--- config.mk ---
export PLATFORM = sky130hd
export DESIGN_NAME = ltf_flag_report
export DESIGN_NICKNAME = d
export VERILOG_FILES = /design/src/ltf_run_counter.v /design/src/ltf_flag_report.v
export VERILOG_INCLUDE_DIRS = /design/src
export SDC_FILE = /design/constraint.sdc
export NUM_CORES = 1
export LEC_CHECK = 0
export ABC_AREA = 1
export ABC_CLOCK_PERIOD_IN_PS = 7240
export BUFFER_PORTS_ARGS = -buffer_cell sky130_fd_sc_hd__buf_4
export CORE_ASPECT_RATIO = 0.8
export CORE_MARGIN = 4
export CORE_UTILIZATION = 55
export DETAILED_ROUTE_END_ITERATION = 12
export GPL_ROUTABILITY_DRIVEN = 0
export PLACE_DENSITY = 0.88
export SYNTH_ARGS = -nofsm -noshare
export SYNTH_HDL_FRONTEND = slang
export SYNTH_SLANG_ARGS = --single-unit
--- constraint.sdc ---
create_clock -name sys_clk -period 7.24 [get_ports sys_clk]
set_input_delay 1.81 -clock sys_clk [delete_from_list [all_inputs] [get_ports sys_clk]]
set_output_delay 1.81 -clock sys_clk [all_outputs]
set_load 0.01 [all_outputs]
--- src/ltf_consts.vh ---
`ifndef LTF_CONSTS_VH
`define LTF_CONSTS_VH
// Configuration register field positions
`define LTF_RANGE_HI 15
`define LTF_RANGE_LO 12
`define LTF_CTIME_BIT 11
`define LTF_KIND_HI 10
`define LTF_KIND_LO 9
`define LTF_OVF_BIT 8
`define LTF_DONE_BIT 7
`define LTF_OVER_BIT 6
`define LTF_UNDER_BIT 5
`define LTF_STICKY_BIT 4
`define LTF_SENSE_BIT 3
`define LTF_MASK_BIT 2
`define LTF_RUN_HI 1
`define LTF_RUN_LO 0
// Conversion kinds
`define LTF_KIND_SHUTDOWN 2'h0
`define LTF_KIND_SINGLE 2'h1
// Range code that selects automatic ranging
`define LTF_RANGE_AUTO 4'hC
// Reset values of writable fields
`define LTF_RST_RANGE 4'hC
`define LTF_RST_CTIME 1'h1
`define LTF_RST_STICKY 1'h1
`define LTF_RST_SENSE 1'h0
`define LTF_RST_MASK 1'h0
`define LTF_RST_RUN 2'h0
// Result word layout
`define LTF_EXP_HI 15
`define LTF_EXP_LO 12
`define LTF_MANT_HI 11
`define LTF_MANT_LO 0
`define LTF_EXP_ZERO 4'h0
// Fault run counter width and terminal counts
`define LTF_CNT_W 3
`define LTF_RUN1 3'h0
`define LTF_RUN2 3'h1
`define LTF_RUN4 3'h3
`define LTF_RUN8 3'h7
`endif

--- src/ltf_run_counter.v ---
`include "ltf_consts.vh"
// Counts consecutive fault measurements for one limit
module ltf_run_counter (
  // Clock and reset
  input wire sys_clk,
  input wire sys_rst,
  input wire clk_en,
  // Measurement stream
  input wire meas_valid,
  input wire fault,
  input wire [`LTF_CNT_W-1:0] target,
  // Run reached on this measurement
  output wire run_met
);
  reg [`LTF_CNT_W-1:0] count_reg;
  reg [`LTF_CNT_W-1:0] count_next;

  assign run_met = meas_valid && fault && (count_reg >= target);

  // Saturate at target so a long run keeps reporting; non-fault restarts
  always @* begin
    count_next = count_reg;
    if (meas_valid) begin
      if (!fault)
        count_next = {`LTF_CNT_W{1'b0}}; // see RULE16
      else if (count_reg < target)
        count_next = count_reg + {{(`LTF_CNT_W-1){1'b0}}, 1'b1};
    end
  end

  // Counter state
  always @(posedge sys_clk) begin
    if (sys_rst)
      count_reg <= {`LTF_CNT_W{1'b0}};
    else if (clk_en)
      count_reg <= count_next;
  end
endmodule

--- src/ltf_flag_report.v ---
// What this block does
// RULE1 - Set conversion done flag when each conversion finishes.
// RULE2 - Clear done flag on config read, or on non-shutdown config write.
// RULE3 - Shutdown write leaves the done flag unchanged.
// RULE4 - Set over flag when result exceeds high limit for the run length.
// RULE5 - Set under flag when result is below low limit for run length.
// RULE6 - Transparent mode: alert and limit flags track comparisons, no clearing.
// RULE7 - Latched mode (reset): alert and flags hold until host clearing event.
// RULE8 - Sense 0 (reset): alert pin pulled low on an event.
// RULE9 - Sense 1: alert pin released high on an event.
// RULE10 - Mask on with manual range: reported exponent reads zero.
// RULE11 - Masking affects only result reads; comparisons use true result.
// RULE12 - Run length field: one, two, four or eight consecutive faults.
// RULE13 - Range code 1100b means automatic ranging, lower means manual.
// RULE14 - Entering shutdown preserves done flag, limit flags and alert.
// RULE15 - Single shot reads 01b while converting, then becomes shutdown.
// RULE16 - Fault run count restarts when a measurement is not a fault.
// RULE17 - Host reads the config register to clear latched alert and flags.
`include "ltf_consts.vh"
module ltf_flag_report (
  // Clock, reset, enable
  input wire sys_clk,
  input wire sys_rst,
  input wire clk_en,
  // Register port from the serial bus engine
  input wire cfg_wr,
  input wire [15:0] cfg_wdata,
  input wire cfg_rd,
  output reg [15:0] cfg_rdata,
  // Measurement from the converter
  input wire conv_done,
  input wire [15:0] conv_result,
  input wire conv_overflow,
  // Limit registers
  input wire [15:0] low_limit,
  input wire [15:0] high_limit,
  // Reported result and alert pin (open drain)
  output reg [15:0] result_rdata,
  output reg alert_o,
  output reg alert_oe,
  // Converter control
  output reg conv_run,
  output reg conv_auto_range
);
  reg [3:0] range_reg;
  reg ctime_reg;
  reg [1:0] kind_reg;
  reg [1:0] kind_next;
  reg ovf_reg;
  reg done_reg;
  reg done_next;
  reg over_reg;
  reg over_next;
  reg under_reg;
  reg under_next;
  reg sticky_reg;
  reg sense_reg;
  reg mask_reg;
  reg [1:0] run_reg;
  reg [15:0] true_result_reg;
  reg [`LTF_CNT_W-1:0] run_target;
  wire over_fault;
  wire under_fault;
  wire over_met;
  wire under_met;
  wire alert_active;
  wire wr_active;
  wire take_meas;
  wire [15:0] true_result_next;
  wire [3:0] range_next;

  // Translate a float-style word to a comparable magnitude
  function [26:0] ltf_lux;
    input [15:0] w;
    begin
      ltf_lux = {15'h0000, w[`LTF_MANT_HI:`LTF_MANT_LO]} << w[`LTF_EXP_HI:`LTF_EXP_LO];
    end
  endfunction

  // Comparisons always use the unmasked result, see RULE11
  assign over_fault = ltf_lux(conv_result) > ltf_lux(high_limit); // see RULE4
  assign under_fault = ltf_lux(conv_result) < ltf_lux(low_limit); // see RULE5
  assign wr_active = cfg_wr && (cfg_wdata[`LTF_KIND_HI:`LTF_KIND_LO] != `LTF_KIND_SHUTDOWN);

  // A result that arrives while shut down is refused, so it must not feed the fault runs either
  assign take_meas = conv_done && (kind_reg != `LTF_KIND_SHUTDOWN);
  // Reported result and range follow the same edge as the flags, not one cycle later
  assign true_result_next = take_meas ? conv_result : true_result_reg;
  assign range_next = cfg_wr ? cfg_wdata[`LTF_RANGE_HI:`LTF_RANGE_LO] : range_reg;

  // Run length decode
  always @* begin
    case (run_reg)
      2'h0: run_target = `LTF_RUN1; // see RULE12
      2'h1: run_target = `LTF_RUN2;
      2'h2: run_target = `LTF_RUN4;
      default: run_target = `LTF_RUN8;
    endcase
  end

  ltf_run_counter u_over_run (
    .sys_clk(sys_clk),
    .sys_rst(sys_rst),
    .clk_en(clk_en),
    .meas_valid(take_meas),
    .fault(over_fault),
    .target(run_target),
    .run_met(over_met)
  );

  ltf_run_counter u_under_run (
    .sys_clk(sys_clk),
    .sys_rst(sys_rst),
    .clk_en(clk_en),
    .meas_valid(take_meas),
    .fault(under_fault),
    .target(run_target),
    .run_met(under_met)
  );

  // Flag and mode next state; a finishing conversion wins over a clear
  always @* begin
    done_next = done_reg;
    over_next = over_reg;
    under_next = under_reg;
    kind_next = kind_reg;
    if (cfg_rd || wr_active)
      done_next = 1'b0; // see RULE2
    // A shutdown write does not touch the flags, see RULE3 and RULE14
    if (sticky_reg && cfg_rd) begin
      over_next = 1'b0; // see RULE7
      under_next = 1'b0; // see RULE7
    end
    if (cfg_wr)
      kind_next = cfg_wdata[`LTF_KIND_HI:`LTF_KIND_LO];
    if (conv_done && kind_reg != `LTF_KIND_SHUTDOWN) begin
      done_next = 1'b1; // see RULE1
      if (kind_reg == `LTF_KIND_SINGLE && !cfg_wr)
        kind_next = `LTF_KIND_SHUTDOWN; // see RULE15
      if (sticky_reg) begin
        if (over_met)
          over_next = 1'b1; // see RULE7
        if (under_met)
          under_next = 1'b1;
      end else begin
        // Hysteresis: set on a full run, clear on the opposite run
        if (over_met)
          over_next = 1'b1; // see RULE6
        else if (under_met)
          over_next = 1'b0;
        if (under_met)
          under_next = 1'b1;
        else if (over_met)
          under_next = 1'b0;
      end
    end
  end

  assign alert_active = over_next || under_next;

  // Configuration and flag state
  always @(posedge sys_clk) begin
    if (sys_rst) begin
      range_reg <= `LTF_RST_RANGE;
      ctime_reg <= `LTF_RST_CTIME;
      kind_reg <= `LTF_KIND_SHUTDOWN;
      ovf_reg <= 1'b0;
      done_reg <= 1'b0;
      over_reg <= 1'b0;
      under_reg <= 1'b0;
      sticky_reg <= `LTF_RST_STICKY;
      sense_reg <= `LTF_RST_SENSE;
      mask_reg <= `LTF_RST_MASK;
      run_reg <= `LTF_RST_RUN;
      true_result_reg <= 16'h0000;
    end else if (clk_en) begin
      done_reg <= done_next;
      over_reg <= over_next;
      under_reg <= under_next;
      kind_reg <= kind_next;
      if (cfg_wr) begin
        range_reg <= cfg_wdata[`LTF_RANGE_HI:`LTF_RANGE_LO];
        ctime_reg <= cfg_wdata[`LTF_CTIME_BIT];
        sticky_reg <= cfg_wdata[`LTF_STICKY_BIT];
        sense_reg <= cfg_wdata[`LTF_SENSE_BIT];
        mask_reg <= cfg_wdata[`LTF_MASK_BIT];
        run_reg <= cfg_wdata[`LTF_RUN_HI:`LTF_RUN_LO];
      end
      if (conv_done && kind_reg != `LTF_KIND_SHUTDOWN) begin
        ovf_reg <= conv_overflow;
        true_result_reg <= conv_result;
      end
    end
  end

  // Registered outputs, updated from next state so they match the flags
  always @(posedge sys_clk) begin
    if (sys_rst) begin
      cfg_rdata <= 16'h0000;
      result_rdata <= 16'h0000;
      alert_o <= 1'b0;
      alert_oe <= 1'b0;
      conv_run <= 1'b0;
      conv_auto_range <= 1'b1;
    end else if (clk_en) begin
      cfg_rdata <= {range_reg, ctime_reg, kind_next, ovf_reg, done_next, over_next, under_next,
                    sticky_reg, sense_reg, mask_reg, run_reg};
      // Masking applies to the reported copy only, see RULE10
      if (mask_reg && range_reg < `LTF_RANGE_AUTO)
        result_rdata <= {`LTF_EXP_ZERO, true_result_next[`LTF_MANT_HI:`LTF_MANT_LO]};
      else
        result_rdata <= true_result_next;
      // Open drain: pull low when asserted low, release when asserted high
      alert_o <= 1'b0;
      alert_oe <= sense_reg ? !alert_active : alert_active; // see RULE8 RULE9
      conv_run <= kind_next != `LTF_KIND_SHUTDOWN;
      conv_auto_range <= range_next == `LTF_RANGE_AUTO; // see RULE13
    end
  end
endmodule

==> flow_metrics.py <==
metrics = {
    "outcome": {
        "status": "completed",
    },
    "timing": {
        "tns_ns": 0,
        "post-route-min-period_ns": 4.71,
        "max_freq_mhz": 212,
        "fin_skew_ns": 0.00476,
        "worstMarginPinSlew_ns": 0.853,
        "grt_setup_unrepaired": "no",
        "slew_viol_final": 0,
        "setup_viol": 0,
        "hold_viol": 0,
        "min_period_over_period": 0.650,
        "slew_headroom": 0.431,
        "hold_ws_ns": 0.465,
    },
    "power": {
        "p_leak_uw": 0.00314,
        "irDropWorstVdd_mv": 0.161,
        "power.density_mw_per_mm2": 145,
        "p_total_uw": 932,
    },
    "layout": {
        "regArea_mm2": 0.00112,
        "layout_common_cells": "nand2_1 (237), o21ai_0 (135), buf_4 (102)",
        "syn2layout_area_growth_pct": 13.8,
        "largest_reg_flops": 16,
        "antennaDiodeCount": 0,
        "final_common_cell": "nand2_1",
        "drive_gt1_frac": 0.173,
        "multi_input_area_mm2": 0.00397,
        "stdcell_count": 1103,
        "nFillCells": 905,
        "nNetsFinal": 1095,
    },
    "die": {
        "start_util": 0.574,
        "die_h_um": 98.5,
        "core_region_area_mm2": 0.00981,
        "placementRows": 32,
        "die_w_um": 121,
        "die_area_mm2": 0.0119,
        "io_pins": 107,
    },
    "run": {
        "drv_cap": 0,
    },
    "setup_path": {
        "crit_path_frequent_cell": "nand2_1",
        "crit_chain": "buf_4 > inv_6 > nand2_1 > nand2_1 > nor2_1 > a31oi_1 > o21ai_0 > o21ai_0 > ha_1 > nand2_1 > nor2_1 > nand4_1 > nor4_1 > nand3_1 > nand2_2 > nor2_1 > a21oi_2 > nand2_1 > nand2_1 > inv_1",
        "crit_arrival_ns": 4.90,
        "cp_max_fo": 16,
        "path_class": "in2reg",
        "crit_path_max_incr_delay_ns": 0.47,
        "critPathTopFamily": "simple AND/OR/NAND/NOR gates",
        "crit_path_end_kind": "register",
        "critPathLaunchType": "primary input",
        "crit_required_ns": 7.44,
        "slowest_stage": "o21ai_0",
        "critPathBufInv": 3,
    },
    "routing": {
        "first_pass_iters": 5,
        "detail-route-antenna-nets": 0,
        "via_per_inst": 5.50,
        "drt_wl_total_um": 14900,
        "drtIter0Drc": 483,
        "avgRoutedWirePerCell_um": 13.5,
        "drc_errors": 0,
        "num_vias": 6065,
    },
    "grt": {
        "antenna_found_initial": 0,
        "grt_pass1_wl_um": 24600,
        "gr-total-overflow": 0,
        "grt_max_degree": 35,
        "grt_pass1_vias": 5351,
        "track_usage": 0.247,
    },
    "placement": {
        "dp_hpwl_um": 11900,
        "place_inst": 1095,
        "io_buffers": 101,
    },
    "clock_network": {
        "cts_buffers": 5,
        "post_cts_buffers": 0,
        "clk_latency_ns": 0.29,
        "clk_pin_slew_ns": 0.07,
        "clockBufferDepth": 2,
        "cts_resized": 0,
        "cts_hold_buf": 0,
        "numClockSinks": 56,
        "tritoncts": "done",
        "cts-root-buf": "clkbuf_16",
        "htreeDepth": 2,
    },
    "yosys": {
        "synth_cell_types": 43,
        "synth_area_mm2": 0.00563,
        "ys_ff_latch": 56,
        "synth_edf_count": 0,
        "synth_top_area_cell": "dfxtp_1",
        "yosys_warnings": 0,
        "yosysSeqAreaShare": 0.199,
        "synth_top_cell_area_share": 0.199,
        "syn_nets": 1046,
        "synth_area_leaders": "dfxtp_1 (20%), nand2_1 (16%), ha_1 (13%), o21ai_0 (12%), nor2_1 (6.7%)",
        "synthArstFlopShare": 0,
        "synthFlopType": "dfxtp_1",
        "synthCells": 917,
        "synth_area_per_cell_um2": 6.14,
    },
    "worst_hold_path": {
        "hold_path.class": "reg2reg",
    },
}
==> Yosys cell counts (2+ instances only) <==
| cell type | instances |
|---|---|
| inv_2 | 9 |
| a31o_2 | 2 |
| nand3_2 | 6 |
| a211oi_1 | 5 |
| buf_1 | 2 |
| nor2_2 | 2 |
| o221ai_1 | 2 |
| clkinv_1 | 2 |
| nand2_2 | 16 |
| nand2_4 | 4 |
| nor2_1 | 100 |
| a31oi_1 | 8 |
| o211ai_1 | 4 |
| o21ai_0 | 135 |
| ha_1 | 58 |
| buf_4 | 17 |
| inv_1 | 46 |
| nand2_1 | 237 |
| clkbuf_1 | 38 |
| nand3_1 | 61 |
| nand4_1 | 14 |
| dfxtp_1 | 56 |
| a21oi_2 | 6 |
| a21oi_1 | 51 |
| or2_2 | 9 |
| nor3_1 | 5 |
| mux2i_1 | 6 |
==> cells by family after synthesis <==
logic type                 after synthesis  share of synthesized area
other                                    1                   0.000666
xor gates and xnor gates                 1                    0.00156
DFF                                     56                      0.199
AOI/OAI and AO/OA                      216                      0.205
buffers and inverters                  119                     0.0965
and+or+nand+nor                        460                      0.357
adders and majority gates               58                      0.129
muxes                                    6                     0.0107
==> path summary, 6_finish.rpt <==
| check | startpoint | endpoint | slack, ns | cells past startpoint |
|---|---|---|---|---|
| max | conv_result[12] | cfg_rdata[6] | 2.53 | 20 |
| min | true_result_reg[12] | true_result_reg[12] | 0.46 | 2 |
| max reg2reg | kind_reg[0] | u_over_run.count_reg[2] | 5.17 | 8 |
| min reg2reg | true_result_reg[12] | true_result_reg[12] | 0.46 | 2 |
==> where the power goes <==
| part | total, µW | switching, µW | internal, µW |
|---|---|---|---|
| combinational | 350 | 215 | 135 |
| sequential | 333 | 9.24 | 324 |
| clock | 249 | 112 | 138 |
==> layer usage <==
layer  routed length [µm]  track usage  vias to the layer above
li1                     -            -                     3168
met1                 7170        0.377                     2684
met2                 6290        0.363                      202
met3                 1320       0.0499                       11
met4                  104       0.0383                        0
met5                    0            0                        -
==> worst register-to-register path, stage by stage, from the launching register on <==
cell and delay, ns:
dfxtp_1 0.35, o21ai_0 0.29, nor2_1 0.07, buf_4 0.23
inv_1 0.43, nor2_1 0.15, a21oi_2 0.24, nand3b_1 0.14
a21oi_1 0.06
==> cell type report <==
cell class,instances,area share
Multi-Input combinational cell,742,0.619
Clock inverter,2,0.00234
Tap cell,136,0.0266
Timing Repair Buffer,102,0.120
Inverter,59,0.0357
Sequential cell,56,0.175
Clock buffer,6,0.0217
==> per-stage QoR <==
step                utilization  setup WS (ns)  instance area, µm²
global placement          0.637           2.41                6250
global route              0.653           2.24                6400
floorplan                     -           2.86                5630
detailed placement        0.637           2.37                6250
CTS                       0.653           2.68                6400
finish                    0.653           2.53                6400
Note: power is estimated with default switching activity, not from simulation.
